[config.mk]
export PLATFORM = sky130hd
export DESIGN_NAME = asrm_readout
export DESIGN_NICKNAME = d
export VERILOG_FILES = /design/src/verilog/asrm_pkg.sv /design/src/verilog/asrm_core_if.sv /design/src/verilog/asrm_readout.sv /design/src/verilog/asrm_sync.sv /design/src/verilog/asrm_conv.sv
export SDC_FILE = /design/constraint.sdc
export NUM_CORES = 1
export LEC_CHECK = 0
export ABC_AREA = 1
export BUFFER_PORTS_ARGS = -buffer_cell sky130_fd_sc_hd__buf_2
export CORE_ASPECT_RATIO = 0.75
export CORE_UTILIZATION = 66
export CTS_CLUSTER_DIAMETER = 40
export CTS_CLUSTER_SIZE = 14
export DETAILED_ROUTE_END_ITERATION = 8
export PLACE_DENSITY = 0.89
export SLEW_MARGIN = 20
export SYNTH_ARGS = -nofsm -noshare
export SYNTH_HDL_FRONTEND = slang
export SYNTH_HIERARCHICAL = 1
export SYNTH_SLANG_ARGS = --single-unit
[constraint.sdc]
create_clock -name clock -period 5.5 [get_ports clock]
set_clock_uncertainty 0.15 [all_clocks]
set_input_delay 1.1 -clock clock [delete_from_list [all_inputs] [get_ports clock]]
set_output_delay 1.1 -clock clock [all_outputs]
set_load 0.005 [all_outputs]
[src/verilog/asrm_pkg.sv]
// Constants, timing and state types of the converter serial readout block
package asrm_pkg;
   localparam int RES_W         = 18;
   localparam int SHIFT_W       = RES_W + 1;
   localparam int SAMPLE_W      = 20;
   localparam int FALLS_PLAIN   = RES_W;
   localparam int FALLS_BUSY    = RES_W + 1;
   localparam int CNT_W         = 5;
   localparam logic [RES_W-1:0] CODE_POS_SAT = 18'h1FFFF;
   localparam logic [RES_W-1:0] CODE_NEG_SAT = 18'h20000;
   localparam int CLK_PERIOD_NS = 40;
   localparam int CONV_MIN_NS   = 2000;
   localparam int CONV_MAX_NS   = 4000;
   localparam int CONV_MIN_CYC  =
      (CONV_MIN_NS + CLK_PERIOD_NS - 1) / CLK_PERIOD_NS;
   localparam int CONV_MAX_CYC  = CONV_MAX_NS / CLK_PERIOD_NS;

   typedef enum logic [1:0]
   {
      ST_ACQ  = 2'h0,
      ST_CONV = 2'h1,
      ST_READ = 2'h2
   } asrm_state_e;
endpackage

[src/verilog/asrm_core_if.sv]
// Interface joining synchroniser, conversion timer and readout control
`timescale 1ns/100ps
`default_nettype none
interface asrm_core_if
   import asrm_pkg::*;
();
   logic             startNow;
   logic             startLast;
   logic             selNow;
   logic             selLast;
   logic             sclkNow;
   logic             sclkLast;
   logic             convStart;
   logic [SAMPLE_W-1:0] sampleIn;
   logic             convDone;
   logic             converting;
   logic [RES_W-1:0] result;

   modport sync
   (
      output startNow, startLast, selNow, selLast, sclkNow, sclkLast
   );
   modport conv
   (
      input  convStart, sampleIn,
      output convDone, converting, result
   );
   modport ctrl
   (
      input  startNow, startLast, selNow, selLast, sclkNow, sclkLast,
      input  convDone, converting, result,
      output convStart, sampleIn
   );
endinterface
`default_nettype wire

[src/verilog/asrm_readout.sv]
// Top of the converter serial readout block: mode choice and data output
`timescale 1ns/100ps
`default_nettype none
module asrm_readout
   import asrm_pkg::*;
#(
   parameter int CONV_NS = (CONV_MIN_NS + CONV_MAX_NS) / 2
)
(
   // Clock and reset
   input  wire logic                clock,
   input  wire logic                rst,
   // Serial pins
   input  wire logic                convertStart,
   input  wire logic                serialSelectIn,
   input  wire logic                serialClock,
   output logic                     serialDataOut,
   output logic                     serialDataOutEn,
   // Stand-in for the analog input, same clock domain
   input  wire logic [SAMPLE_W-1:0] sampleCode,
   // Status
   output logic                     chainMode,
   output logic                     busyEnabled,
   output logic                     acquiring
);
   asrm_core_if link ();

   asrm_sync u_sync
   (
      .clock          (clock),
      .rst            (rst),
      .convertStart   (convertStart),
      .serialSelectIn (serialSelectIn),
      .serialClock    (serialClock),
      .link           (link.sync)
   );

   asrm_conv #(
      .CONV_NS (CONV_NS)
   ) u_conv
   (
      .clock (clock),
      .rst   (rst),
      .link  (link.conv)
   );

   asrm_state_e         state;
   logic [SHIFT_W-1:0]  shreg;
   logic [CNT_W-1:0]    fallCnt;
   asrm_state_e         next_state;
   logic [SHIFT_W-1:0]  next_shreg;
   logic [CNT_W-1:0]    next_fallCnt;
   logic                next_dataOut;
   logic                next_dataEn;
   logic                next_chain;
   logic                next_busy;
   logic                next_acq;

   logic                startRise;
   logic                sclkFall;
   logic                selected;
   logic                deselRise;
   logic [CNT_W-1:0]    fallLimit;
   logic [SHIFT_W-1:0]  loadVal;
   logic                doneBusy;

   assign startRise = link.startNow && !link.startLast;
   assign sclkFall  = link.sclkLast && !link.sclkNow;
   // Read gate: convert low (3-wire) or select low (4-wire)
   assign selected  = !(link.startNow && link.selNow);
   assign deselRise = !selected && !(link.startLast && link.selLast);
   assign fallLimit = busyEnabled ? CNT_W'(FALLS_BUSY) :
                                    CNT_W'(FALLS_PLAIN);

   // Select-mode busy decided from pin levels as the conversion finishes; chain keeps its option
   assign doneBusy  = chainMode ? busyEnabled :
                      (!link.startNow || !link.selNow);

   // Start bit ahead of the result, or the result left aligned
   always_comb
   begin
      if (chainMode)
         loadVal = {doneBusy, link.result};
      else if (!doneBusy)
         loadVal = {link.result, 1'h0};
      else
         loadVal = {1'h0, link.result};
   end

   // No new conversion while one runs
   assign link.convStart = startRise && state != ST_CONV;
   assign link.sampleIn  = sampleCode;

   always_comb
   begin
      next_state   = state;
      next_shreg   = shreg;
      next_fallCnt = fallCnt;
      next_dataOut = serialDataOut;
      next_dataEn  = serialDataOutEn;
      next_chain   = chainMode;
      next_busy    = busyEnabled;
      case (state)
         ST_ACQ:
         begin
            // Idle line driven low while both pins are low
            next_dataEn  = !link.startNow && !link.selNow;
            next_dataOut = 1'h0;
         end
         ST_CONV:
         begin
            // Select mode stays released until the end
            if (link.convDone)
            begin
               next_state   = ST_READ;
               next_busy    = doneBusy;
               next_shreg   = loadVal;
               next_fallCnt = '0;
               if (chainMode)
               begin
                  next_dataEn  = 1'h1;
                  // Chain without busy starts one stage lower
                  next_dataOut = doneBusy ? loadVal[SHIFT_W-1] :
                                            loadVal[SHIFT_W-2];
               end
               else
               begin
                  // Busy start bit: high impedance to driven low
                  next_dataEn  = doneBusy;
                  next_dataOut = 1'h0;
               end
            end
         end
         ST_READ:
         begin
            if (chainMode)
            begin
               if (sclkFall)
               begin
                  // Upstream data enters at the bottom
                  next_shreg   = {shreg[SHIFT_W-2:0], link.selNow};
                  // 18 stages per device, one more with busy
                  next_dataOut = busyEnabled ? shreg[SHIFT_W-2] :
                                               shreg[SHIFT_W-3];
               end
               if (!link.startNow)
               begin
                  // Convert low ends the chain frame
                  next_state   = ST_ACQ;
                  next_dataEn  = !link.selNow;
                  next_dataOut = 1'h0;
               end
            end
            else if (deselRise)
            begin
               // Convert or select rising ends the frame
               next_dataEn = 1'h0;
               next_state  = ST_ACQ;
            end
            else if (!serialDataOutEn && selected && fallCnt == '0)
            begin
               // Selection puts the MSB out
               next_dataEn  = 1'h1;
               next_dataOut = shreg[SHIFT_W-1];
            end
            else if (serialDataOutEn && sclkFall)
            begin
               next_fallCnt = fallCnt + CNT_W'(1);
               if (fallCnt + CNT_W'(1) == fallLimit)
               begin
                  // Last fall releases the line
                  next_dataEn = 1'h0;
                  next_state  = ST_ACQ;
               end
               else
               begin
                  // Change only on falls, MSB first
                  next_shreg   = {shreg[SHIFT_W-2:0], 1'h0};
                  next_dataOut = shreg[SHIFT_W-2];
               end
            end
         end
         default:
         begin
            next_state  = ST_ACQ;
            next_dataEn = 1'h0;
         end
      endcase
      if (link.convStart)
      begin
         next_state   = ST_CONV;
         // Level before the edge: tied pins give chain mode
         next_chain   = !link.selLast;
         // Chain busy from serial clock at the edge
         next_busy    = !link.selLast && link.sclkLast;
         next_fallCnt = '0;
         // Select mode releases the line; chain holds it low
         next_dataEn  = !link.selLast;
         next_dataOut = 1'h0;
      end
      // Acquisition, powered down, whenever not converting
      next_acq = (next_state != ST_CONV);
   end

   always_ff @(posedge clock or posedge rst)
   begin
      if (rst)
      begin
         state           <= ST_ACQ;
         shreg           <= '0;
         fallCnt         <= '0;
         serialDataOut   <= 1'h0;
         serialDataOutEn <= 1'h0;
         chainMode       <= 1'h0;
         busyEnabled     <= 1'h0;
         acquiring       <= 1'h1;
      end
      else
      begin
         state           <= next_state;
         shreg           <= next_shreg;
         fallCnt         <= next_fallCnt;
         serialDataOut   <= next_dataOut;
         serialDataOutEn <= next_dataEn;
         chainMode       <= next_chain;
         busyEnabled     <= next_busy;
         acquiring       <= next_acq;
      end
   end
endmodule
`default_nettype wire

[src/verilog/asrm_sync.sv]
// Two-stage synchronisers and edge history for the three input pins
`timescale 1ns/100ps
`default_nettype none
module asrm_sync
   import asrm_pkg::*;
(
   // Clock and reset
   input  wire logic    clock,
   input  wire logic    rst,
   // Pins
   input  wire logic    convertStart,
   input  wire logic    serialSelectIn,
   input  wire logic    serialClock,
   // Core link
   asrm_core_if.sync    link
);
   logic [2:0] meta;
   logic [2:0] sync;
   logic [2:0] last;
   logic [2:0] next_meta;
   logic [2:0] next_sync;
   logic [2:0] next_last;

   // Only the second stage reads the first
   always_comb
   begin
      next_meta = {convertStart, serialSelectIn, serialClock};
      next_sync = meta;
      next_last = sync;
   end

   always_ff @(posedge clock or posedge rst)
   begin
      if (rst)
      begin
         meta <= 3'h0;
         sync <= 3'h0;
         last <= 3'h0;
      end
      else
      begin
         meta <= next_meta;
         sync <= next_sync;
         last <= next_last;
      end
   end

   assign link.startNow  = sync[2];
   assign link.startLast = last[2];
   assign link.selNow    = sync[1];
   assign link.selLast   = last[1];
   assign link.sclkNow   = sync[0];
   assign link.sclkLast  = last[0];
endmodule
`default_nettype wire

[src/verilog/asrm_conv.sv]
// Internal conversion timer with saturating result coding
`timescale 1ns/100ps
`default_nettype none
module asrm_conv
   import asrm_pkg::*;
#(
   parameter int CONV_NS = (CONV_MIN_NS + CONV_MAX_NS) / 2
)
(
   // Clock and reset
   input  wire logic    clock,
   input  wire logic    rst,
   // Core link
   asrm_core_if.conv    link
);
   localparam int CONV_CYC = (CONV_NS / CLK_PERIOD_NS < 1) ? 1 :
                             CONV_NS / CLK_PERIOD_NS;
   localparam int CW = $clog2(CONV_MAX_CYC + 1);
   localparam logic [CW-1:0] CONV_LOAD = CW'(CONV_CYC);

   // Conversion time must lie between the bounds
   generate
      if (CONV_NS < CONV_MIN_NS || CONV_NS > CONV_MAX_NS ||
          SAMPLE_W < RES_W + 2)
      begin : g_bad
         $error("conversion time or sample width out of range");
      end
   endgenerate

   function automatic logic [RES_W-1:0] satCode
   (
      input logic [SAMPLE_W-1:0] v
   );
      logic [SAMPLE_W-RES_W:0] top;
      top = v[SAMPLE_W-1:RES_W-1];
      if (top == '0 || top == '1)
         satCode = v[RES_W-1:0];
      else if (v[SAMPLE_W-1])
         satCode = CODE_NEG_SAT;
      else
         satCode = CODE_POS_SAT;
   endfunction

   logic [CW-1:0]       cnt;
   logic [SAMPLE_W-1:0] sample;
   logic                done;
   logic [RES_W-1:0]    result;
   logic [CW-1:0]       next_cnt;
   logic [SAMPLE_W-1:0] next_sample;
   logic                next_done;
   logic [RES_W-1:0]    next_result;

   // Counts on the block clock alone; serial clock plays no part
   always_comb
   begin
      next_cnt    = cnt;
      next_sample = sample;
      next_done   = 1'h0;
      next_result = result;
      if (cnt != '0)
      begin
         next_cnt = cnt - CW'(1);
         if (cnt == CW'(1))
         begin
            next_done   = 1'h1;
            next_result = satCode(sample);
         end
      end
      else if (link.convStart)
      begin
         next_cnt    = CONV_LOAD;
         next_sample = link.sampleIn;
      end
   end

   always_ff @(posedge clock or posedge rst)
   begin
      if (rst)
      begin
         cnt    <= '0;
         sample <= '0;
         done   <= 1'h0;
         result <= '0;
      end
      else
      begin
         cnt    <= next_cnt;
         sample <= next_sample;
         done   <= next_done;
         result <= next_result;
      end
   end

   assign link.converting = (cnt != '0);
   assign link.convDone   = done;
   assign link.result     = result;
endmodule
`default_nettype wire

# == After elaboration in Yosys (flattened, before gate mapping) ==
# Cells that the tools add are included.
# word_totals
input_bits,25
register_bits,86
out_inout_bits,5
wordCells,141
# classes
muxes,60
addsub,2
n_bitwise,1
reduce_logical,38
eq_ne,25
# ops
op,n
2-to-1 mux 19 bit,9
one-hot mux 19 bit (2 select lines),1
2-to-1 mux 18 bit,2
2-to-1 mux 5 bit,6
2-to-1 mux 1 bit,28
"inequality test 3 bit, second input constant",9
2-to-1 mux 2 bit,8
"inequality test 5 bit, second input constant",3
2-to-1 mux 7 bit,2
"inequality test 6 bit, second input constant",2
AND reduction 6 bit,2
logical AND 1 bit,11
one-hot mux 5 bit (2 select lines),1
zero test 1 bit,8
"inequality test 4 bit, second input constant",2
nonzero test 2 bit,4
"== test 7 x 1 -> 1 bit, second input constant",1
AND reduction 7 bit,1
nonzero test 7 bit,1
"subtractor 7 x 1 -> 7 bit, second input constant",1
"inequality test 2 x 1 -> 1 bit, second input constant",3
one-hot mux 1 bit (3 select lines),2
one-hot mux 2 bit (3 select lines),1
AND reduction 2 bit,3
other kinds (14),15

# == Longest topological paths before layout ==
# Gate-level depths: netlist (run 1).
# logic_depth
ltp_word,10
ltp_mapped,13
ltp_nobuf,13

# == By module ==
# Netlist (run 1), hierarchy kept.
# modules_own_cells
module,area_per_inst_um2,seq_area_each_um2,cells_per_inst,instances
asrm_conv,2284.7,1151.1,266,1
asrm_readout,2264.7,777.0,311,1
asrm_sync,229.0,225.2,10,1

# == Worst setup path after synthesis (run 1) ==
# Ideal clock, no wire load.
# synth_path
path_kind,register to register
start,reg state[0]
end,reg shreg[17]
path_stages_with_launch,11
period_less_slack_ps,1809
setup_time_ps,123
n_path_buf,2
required_time_ps,5227
setup_slack_ps,3691
arrival_ps,1536
cell_sequence,dfrtp_1 inv_1 ha_1 buf_2 nand3_1 o21ai_1 a21oi_4 nand2_8 buf_12 nand2_2 o21ai_2
# synth_between
elab_chain_len,3
word_cells_on_any_way,11
classes_between,eq/ne: 8; mux: 1; reduce/logical: 2
# synth_rtl
item,line_no,rtl
"start, declared",asrm_readout.sv:47,asrm_state_e state;
"start signal, assigned",asrm_readout.sv:220,state <= next_state;
== test 2 bit / == test 2 x 1 -> 1 bit (equally long branches),asrm_readout.sv:103,case (state)
inequality test 3 bit (no source line) (tied with other cells),--,
AND reduction 7 bit (no source line),--,
"end signal, assigned",asrm_readout.sv:221,shreg <= next_shreg;
"end, declared",asrm_readout.sv:48,logic [SHIFT_W-1:0] shreg;
# Several ways; a longest one is shown, not always the timed one.
# A chain may end at the register's enable or synchronous reset.

# == Worst setup path after layout (run 1) ==
# layout_path
start,reg state[1]
end,reg u_conv.sample[18]
# layout_between
elab_chain_len,3
# layout_rtl
item,line_no,rtl
inequality test 2 x 1 -> 1 bit,asrm_readout.sv:91,assign link.convStart = startRise && state != ST_CONV;
logical AND 1 bit,asrm_readout.sv:91,
named net link.convStart,asrm_core_if.sv:13,logic convStart;
AND reduction 2 bit (no source line),--,
"end signal, assigned",asrm_conv.sv:88,sample <= next_sample;
"end, declared",asrm_conv.sv:45,logic [SAMPLE_W-1:0] sample;
# The timed path passes the listed nets, and every way through them passes these cells.

==> results of run 1 <==
## area by class of cell
class,instances,area (sq um),share of cell area
Inverter,56,210.2,0.04204
Clock inverter,4,25.02,0.005005
Tap cell,98,122.6,0.02452
Multi-Input combinational cell,419,2197,0.4394
Clock buffer,11,131.4,0.02628
Sequential cell,86,2153,0.4307
Timing Repair Buffer,31,160.2,0.03203
## power by group
group / internal [W] / switching [W] / total [W]
Combinational: 0.000339 / 0.000597 / 0.000937
Clock: 0.000160 / 0.000217 / 0.000378
Sequential: 0.000864 / 0.000188 / 0.00105
Total: 0.00136 / 0.00100 / 0.00237
## routing by layer
metal	vias up	wire (um)	share of wire
li1	1902	-	-
met1	1802	4183	0.44
met2	95	4814	0.50
met3	21	409	0.043
met4	0	139	0.015
met5	-	0	0
## sequential cells by signal (all words and copies together), names as in the netlist
name,count
u_conv/sample,20
shreg,19
u_conv/link.result,18
u_conv/cnt,7
fallCnt,5
u_sync/last,3
u_sync/meta,3
u_sync/next_last,3
state,2
acquiring,1
busyEnabled,1
chainMode,1
serialDataOut,1
serialDataOutEn,1
u_conv/link.convDone,1
## stage by stage
step | total power [W] | instances | setup WS, ns
CTS | 0.002375 | 705 | 2.321
finish | 0.002366 | 705 | 2.335
floorplan | 0.001804 | 586 | 3.162
global placement | 0.001945 | 690 | 2.633
global route | 0.002580 | 705 | 1.998
detailed placement | 0.001992 | 690 | 2.378
## critical path: stages (launching register included)
cell	delay [ns]
dfrtp_1	0.42
inv_1	0.08
ha_1	0.23
inv_2	0.10
nand3_1	0.32
inv_1	0.81
nand2_1	0.63
nand2_1	0.21
nand2_1	0.07
## how the worst max path moves through the flow
stage / startpoint / endpoint / cells after the start
3_5_place_dp: state[1] / u_conv/sample[1] / 8
6_report: state[1] / u_conv/sample[18] / 8
5_1_grt: state[1] / u_conv/sample[1] / 8
3_3_place_gp: state[1] / u_conv/sample[13] / 8
2_1_floorplan: rst / u_conv/cnt[0] / 1
4_1_cts: state[1] / u_conv/sample[1] / 8
==> metrics.cfg, run 1 <==
[worst_setup_path]
start_kind=flip-flop
reg2reg_to=u_conv/sample[18]
endpoint_kind=flip-flop
reg2reg_depth=8
worstPathArrival_ns=3.25
cp_data_required_time_ns=5.59
criticalPathCategory=reg -> reg
crit_fanout=24
r2r-start=state[1]
r2r_slack_ns=2.34

[drt]
wl_per_cell_um=13.54
drt_pass1_iterations=5
drtIter0Drc=247
viasPerCell=5.418
drt-total-wl_um=9545
route.detailed.drc=0
num_vias=3820
ant_nets=0

[clock_network]
ctsResizeCount=0
max-clock-path-buffers=2
clkLatencyLatePin_ns=0.36
cts_tree=built
htreeDepth=3
cts_setup_buffers=0
cts_sinks=86
hold_buffers=0
cts-root-buf=clkbuf_8
numCtsBuffers=9
cts.clk_slew.worst_paths_ns=0.09

[timing]
hold_viol_final=0
post-route-min-period_ns=3.165
whs_ns=0.1928
finalSetupViolCount=0
worst_slew_pin_slew_ns=0.9604
tns_ns=0
rsz0062_at_grt=no
fmax_ghz=0.3160
period_share=0.5754
maxSlewViolCount=0
relSlewSlack=0.3590

[grt]
grt_pass1_vias=3759
grt.overflow.total=0
met3_usage=0.05780
grt_max_degree=47
grt_pass1_wl_um=16940
track_usage=0.2910
globalRouteMet1Util=0.3608
top_usage_layer=met2
grt_antenna_before_repair=0
groute.layer.met2.usage=0.5228

[power]
power.density_nw_per_um2=473.2
ir_drop_mv=0.2870
leakagePower_nw=2.588

[floorplanning]
initial_core_util=0.6923
rows=26
die_w_um=100.2
coreArea_sq_um=6897
die_height_um=75.66
ios=30
die_area_sq_um=7582

[layout]
nFillCells=547
fin_nets=637
post-route-util=0.7250
final_common_cell=nand2_1
design_area_sq_um=5000
areaGrowthSynthToFinish_pct=4.717
diodes=0
layout-drive-gt1-share=0.2059
layout_common_cells=nand2_1 (214), dfrtp_1 (85), inv_1 (46)

[synthesis]
synth_nets=620
synth_area_sq_um=4775
yosysWarnings=6
avgSynthCellArea_sq_um=8.148
synth_cells=586

[min_path]
min_path_type=reg -> reg
hold_end=u_sync/next_last[2]
holdPathStages=0
hold_start=u_sync/meta[2]

[placement]
place_hpwl_um=6875
gp_congestion=0.9019
placed_area_sq_um=4843
io_buffers=29

[run_status]
status=finished, final reports clean

[job]
cap_violations=0

Power figures use the tool's default switching activity.
==> inputs of run 2 (changes only) <==
CORE_UTILIZATION = 55   (was 66)
PLACE_DENSITY = 0.79   (was 0.89)
clock period = 2.7 ns   (was 5.5 ns; I/O delays follow)
==> metrics.cfg, run 2 (same netlist as run 1, synthesis figures left out) <==
[job]
cap_violations=0

[drt]
drtIter0Drc=330
viasPerCell=5.199
drt-total-wl_um=9770
route.detailed.drc=0
drt_pass1_iterations=5
ant_nets=0
num_vias=3754
wl_per_cell_um=13.53

[power]
power_frac_comb=0.361
clkPwrFrac=0.247
power_switching_w=0.002180
switching_share=0.3983
leakagePower_nw=2.701
p_seq_frac=0.393
power.density_nw_per_um2=1046
ir_drop_mv=0.6897
internal_power_w=0.003294

[floorplanning]
die_area_sq_um=9062
coreArea_sq_um=8454
die_w_um=109.6
die_height_um=82.69
ios=30
rows=29
initial_core_util=0.5647

[placement]
place_hpwl_um=6896
io_buffers=29
placed_area_sq_um=4901
gp_congestion=0.9226

[timing]
period_share=0.8418
finalSetupViolCount=0
tns_ns=0
maxSlewViolCount=0
fmax_ghz=0.4400
post-route-min-period_ns=2.273
hold_viol_final=0
worst_slew_pin_slew_ns=0.6265
relSlewSlack=0.5813
rsz0062_at_grt=no
whs_ns=0.02567

[clock_network]
cts_sinks=86
cts.clk_slew.worst_paths_ns=0.07
max-clock-path-buffers=2
hold_buffers=0
numCtsBuffers=9
htreeDepth=3
ctsResizeCount=0
clkLatencyLatePin_ns=0.34
cts_setup_buffers=0
cts-root-buf=clkbuf_16
cts_tree=built

[layout]
layout_common_cells=nand2_1 (214), dfrtp_1 (85), inv_1 (46)
final_common_cell=nand2_1
areaGrowthSynthToFinish_pct=9.565
nFillCells=688
top_register=u_conv/sample
largestRegisters=u_conv/sample (20), shreg (19), u_conv/link.result (18)
diodes=0
largest_reg_flops=20
layout-drive-gt1-share=0.2182
post-route-util=0.6188
fin_nets=643
design_area_sq_um=5231

[grt]
grt_pass1_wl_um=16060
grt_max_degree=47
grt.overflow.total=0
track_usage=0.2334
grt_antenna_before_repair=0
grt_pass1_vias=3393

[worst_setup_path]
critPathBufInv=3
start_kind=flip-flop
crit_fanout=8
critPathSlowestCell=dfrtp_1
cp_data_required_time_ns=2.82
crit_chain=inv_1 -> ha_1 -> inv_2 -> nand3_1 -> buf_4 -> nand2_1 -> nor3_2 -> a21oi_1 -> o21ai_1 -> nand2_1 -> o21ai_1
critPathTopFamily=simple AND/OR/NAND/NOR gates
endpoint_kind=flip-flop
worstPathArrival_ns=2.40
criticalPathCategory=reg -> reg
cpPeakStageDelay_ns=0.43

[min_path]
min_path_type=in -> async

[run_status]
status=finished, final reports clean

run 2: cell types whose count changed in the layout (fill, tap and decap cells not counted):
cell        previous run  this run
clkinv_2               2         0
clkbuf_1               2         0
clkinv_4               0         2
clkbuf_16              0         9
bufinv_16              0         2
buf_4                  2         8
inv_8                  0         1
clkbuf_8               9         0
inv_6                  0         1
clkinvlp_4             2         1
run 2: worst register-to-register path: stages (launching register included):
cell	delay (ns)
dfrtp_1	0.43
inv_1	0.09
ha_1	0.20
inv_2	0.08
nand3_1	0.18
buf_4	0.20
nand2_1	0.11
nor3_2	0.35
a21oi_1	0.13
o21ai_1	0.15
nand2_1	0.08
o21ai_1	0.07
run 2: final timing paths:
path / startpoint / to / slack, ns / depth (start not counted)
worst max-delay path: state[1] / serialDataOutEn / 0.43 / 11
min in group clock: serialClock / u_sync/meta[0] / 0.16 / 1
worst min-delay path: rst / u_sync/meta[1] / 0.03 / 2
worst min register to register: u_sync/meta[1] / u_sync/next_last[1] / 0.20 / 0
max in group asynchronous: rst / u_conv/cnt[5] / 1.79 / 3
worst max register to register: state[1] / serialDataOutEn / 0.43 / 11
run 2: power by group through the flow:
| stage | clock network [W] | registers [W] | logic [W] |
|---|---|---|---|
| after floorplan | 0 | 0.00206 | 0.00162 |
| after global placement | 0 | 0.00214 | 0.00187 |
| after detailed placement | 0 | 0.00215 | 0.00194 |
| after CTS | 0.00137 | 0.00214 | 0.00197 |
| after global routing | 0.00142 | 0.00220 | 0.00227 |
| final | 0.00135 | 0.00215 | 0.00198 |
run 2: through the flow:
| step | worst slack [ns] | total power, W | instances |
|---|---|---|---|
| after floorplan | 0.8909 | 0.003675 | 586 |
| after global placement | 0.6348 | 0.004006 | 706 |
| after detailed placement | 0.4814 | 0.004092 | 706 |
| after CTS | 0.4802 | 0.005484 | 722 |
| after global routing | 0.2110 | 0.005904 | 722 |
| final | 0.4272 | 0.005474 | 722 |
run 2: final cells by class:
| class | count | area [sq um] | share of cell area |
|---|---|---|---|
| timing repair buffer | 37 | 205.2 | 0.03923 |
| inverter | 56 | 210.2 | 0.04018 |
| multi-input combinational | 419 | 2197 | 0.4200 |
| tap | 108 | 135.1 | 0.02583 |
| clock buffer | 9 | 225.2 | 0.04305 |
| sequential | 86 | 2153 | 0.4116 |
| clock inverter | 7 | 105.1 | 0.02009 |
run 2: per-layer routing:
layer | track usage | wire [um] | vias up
li1 | - | - | 1921
met1 | 0.3460 | 4886 | 1719
met2 | 0.3415 | 4272 | 108
met3 | 0.06436 | 556 | 6
met4 | 0.04800 | 54 | 0
met5 | 0 | 0 | -
==> inputs of run 3 (changes only) <==
ABC_AREA = 0   (was 1)
clock period = 1.95 ns   (was 2.7 ns; I/O delays follow)
==> metrics.cfg, run 3 <==
[run_status]
status=complete, but fails checks
violations=setup timing

[drt]
viasPerCell=5.611
drt_pass1_iterations=5
drtIter0Drc=312
num_vias=3608
route.detailed.drc=0
drt-total-wl_um=10540
wl_per_cell_um=16.38
ant_nets=0

[power]
internal_power_w=0.004032
clkPwrFrac=0.210
p_seq_frac=0.438
power_frac_comb=0.352
power_switching_w=0.002303
ir_drop_mv=0.7477
power.density_nw_per_um2=1127
switching_share=0.3635
leakagePower_nw=2.600

[layout]
layout-drive-gt1-share=0.3030
fin_nets=567
layout_common_cells=dfrtp_1 (84), nand2_1 (80), o21ai_0 (50)
design_area_sq_um=5620
final_common_cell=dfrtp_1
areaGrowthSynthToFinish_pct=25.30
largestRegisters=u_conv/sample (20), shreg (19), u_conv/link.result (18)
diodes=0
top_register=u_conv/sample
post-route-util=0.7130
largest_reg_flops=20

[synthesis]
synth_edf_count=0
post_synth_and_or_nand_nor_area_fraction=0.1509
avgSynthCellArea_sq_um=9.858
synth.distinct_cells=46
synthXorXnorAreaFrac=0.01144
yosysMostFrequentCell=dfrtp_1
netlist.area_leader.share=0.4742
synthArstFlopShare=1.000
synth_area_leaders=dfrtp_1 (47%), nand2_1 (6.8%), o21ai_0 (6.4%)
muxShareOfSynthArea=0.1674
yosysSeqAreaShare=0.4801
synth_fa_ha_area_frac=0.02510
synth_ff_type=dfrtp_1
synth_cells=455
synth_top_family_by_area=multiplexers
synth_area_sq_um=4486
synth_compound_area_frac=0.1241
synth_seq_cells=86
synth_nets=489
yosysTopAreaCell=dfrtp_1
ys_top_cells_by_count=dfrtp_1 (85), nand2_1 (81), o21ai_0 (57)
yosysWarnings=6

[worst_setup_path]
critPathBufInv=3
cp_data_required_time_ns=2.05
worst-path-stages=9
crit_chain=inv_1 -> ha_1 -> inv_2 -> nor3_4 -> nand3_2 -> a31oi_4 -> o32ai_4 -> clkbuf_16 -> mux2_4
cpPeakStageDelay_ns=0.42
critPathTopFamily=compound AO/OA/AOI/OAI gates
start_kind=flip-flop
reg2reg_depth=9
critPathSlowestCell=dfrtp_1
crit_fanout=9
criticalPathCategory=reg -> reg
endpoint_kind=flip-flop
worstPathArrival_ns=2.38

[floorplanning]
die_height_um=80.21
ios=30
die_area_sq_um=8525
die_w_um=106.3
rows=28
initial_core_util=0.5690
coreArea_sq_um=7883

[timing]
fmax_ghz=0.4378
relSlewSlack=0.4688
hold_viol_final=0
finalSetupViolCount=24
maxSlewViolCount=0
layout_setup_ws_ns=-0.3343
worst_slew_pin_slew_ns=0.7968
tns_ns=-6.165
rsz0062_at_grt=yes
post-route-min-period_ns=2.284
period_share=1.171

[clock_network]
max-clock-path-buffers=2
cts_sinks=86
numCtsBuffers=9
cts.clk_slew.worst_paths_ns=0.09
cts-root-buf=clkbuf_8
cts_tree=built
clkLatencyLatePin_ns=0.36
htreeDepth=3

[min_path]
holdPathStages=2
min_path_type=in -> reg

[grt]
track_usage=0.2573
grt_antenna_before_repair=0
grt.overflow.total=0
globalRouteMet1Util=0.3461
grt_pass1_wl_um=16660
grt_pass1_vias=3364
top_usage_layer=met2
met3_usage=0.05438
groute.layer.met2.usage=0.4266
grt_max_degree=35

[placement]
gp_congestion=0.9242
placed_area_sq_um=5070
io_buffers=29
place_hpwl_um=6975

[job]
cap_violations=0

-- run 3: cell types whose count changed in the layout (fill, tap and decap cells not counted), moves of 10 or more --
cell      change
nand2_1     -134
buf_4        +37
nand3_1      -36
inv_1        -34
nor2_1       +26
mux2_4       +24
mux2i_1      +23
o21ai_2      -19
nand2_2      -16
nand3_2      -16
mux2_1       +15
o21ai_0      +13
clkbuf_8     +10
-- run 3: final cells by class --
| type | count | area [sq um] |
|---|---|---|
| Clock buffer | 10 | 137.6 |
| Fill cell | 565 | 2262 |
| Timing Repair Buffer | 87 | 673.1 |
| Clock inverter | 6 | 75.07 |
| Sequential cell | 86 | 2155 |
| Inverter | 17 | 68.82 |
| Tap cell | 105 | 131.4 |
| Multi-Input combinational cell | 332 | 2380 |
-- run 3: path summary, 6_finish.rpt --
kind | endpoint | slack [ns] | startpoint
max reg2reg | shreg[9] | -0.33 | fallCnt[1]
min in group asynchronous | u_sync/meta[2] | 0.40 | rst
min reg2reg | u_sync/next_last[1] | 0.21 | u_sync/meta[1]
max in group asynchronous | shreg[9] | 0.69 | rst
min | u_conv/sample[7] | 0.09 | sampleCode[7]
max | shreg[9] | -0.33 | fallCnt[1]
-- run 3: logic make-up after synthesis --
kind of cell	Yosys count
AND/OR/NAND/NOR	153
flip-flops	86
AO/OA/AOI/OAI	96
buffers and inverters	40
adder cells (fa/ha/maj)	9
XOR/XNOR	5
multiplexers	66
-- run 3: power groups by stage --
stage          clock (W)  sequential, W  combinational (W)
2_1_floorplan          0        0.00256            0.00142
3_3_place_gp           0        0.00272            0.00186
3_5_place_dp           0        0.00276            0.00196
4_1_cts          0.00135        0.00274            0.00203
5_1_grt          0.00142        0.00284            0.00247
6_report         0.00133        0.00277            0.00223
-- run 3: per-stage QoR --
stage	worst slack (ns)	total power [W]	hold WS (ns)	instances
2_1_floorplan	-0.3614	0.003984	0.06792	455
3_3_place_gp	-0.2340	0.004583	0.1835	613
3_5_place_dp	-0.3175	0.004723	0.1918	613
4_1_cts	-0.3008	0.006113	0.07632	636
5_1_grt	-0.3784	0.006733	0.07099	643
6_report	-0.3343	0.006335	0.08651	643
-- run 3: timing repair --
item | CTS | global route
endpoints found under the hold margin | 67 | 0
buffers inserted | 2 | 5
setup endpoints to repair | 46 | 68
pin swaps | 6 | 15
gates cloned | 2 | 2
resized for setup | 13 | 43
hold buffers | 4 | 0
-- run 3: worst register-to-register path: cells and delay by family (launching register included) --
| kind | cells | cell delay [ns] |
|---|---|---|
| DFF | 1 | 0.42 |
| AOI/OAI and AO/OA | 2 | 0.43 |
| buffers and inverters | 3 | 0.41 |
| adders and majority gates | 1 | 0.30 |
| muxes | 1 | 0.30 |
| and+or+nand+nor | 2 | 0.16 |
-- run 3: per-layer routing --
metal / vias to the layer above / share of wire
met3: 13 / 0.060
met5: - / 0
li1: 1720 / -
met1: 1742 / 0.45
met4: 0 / 0.010
met2: 133 / 0.48
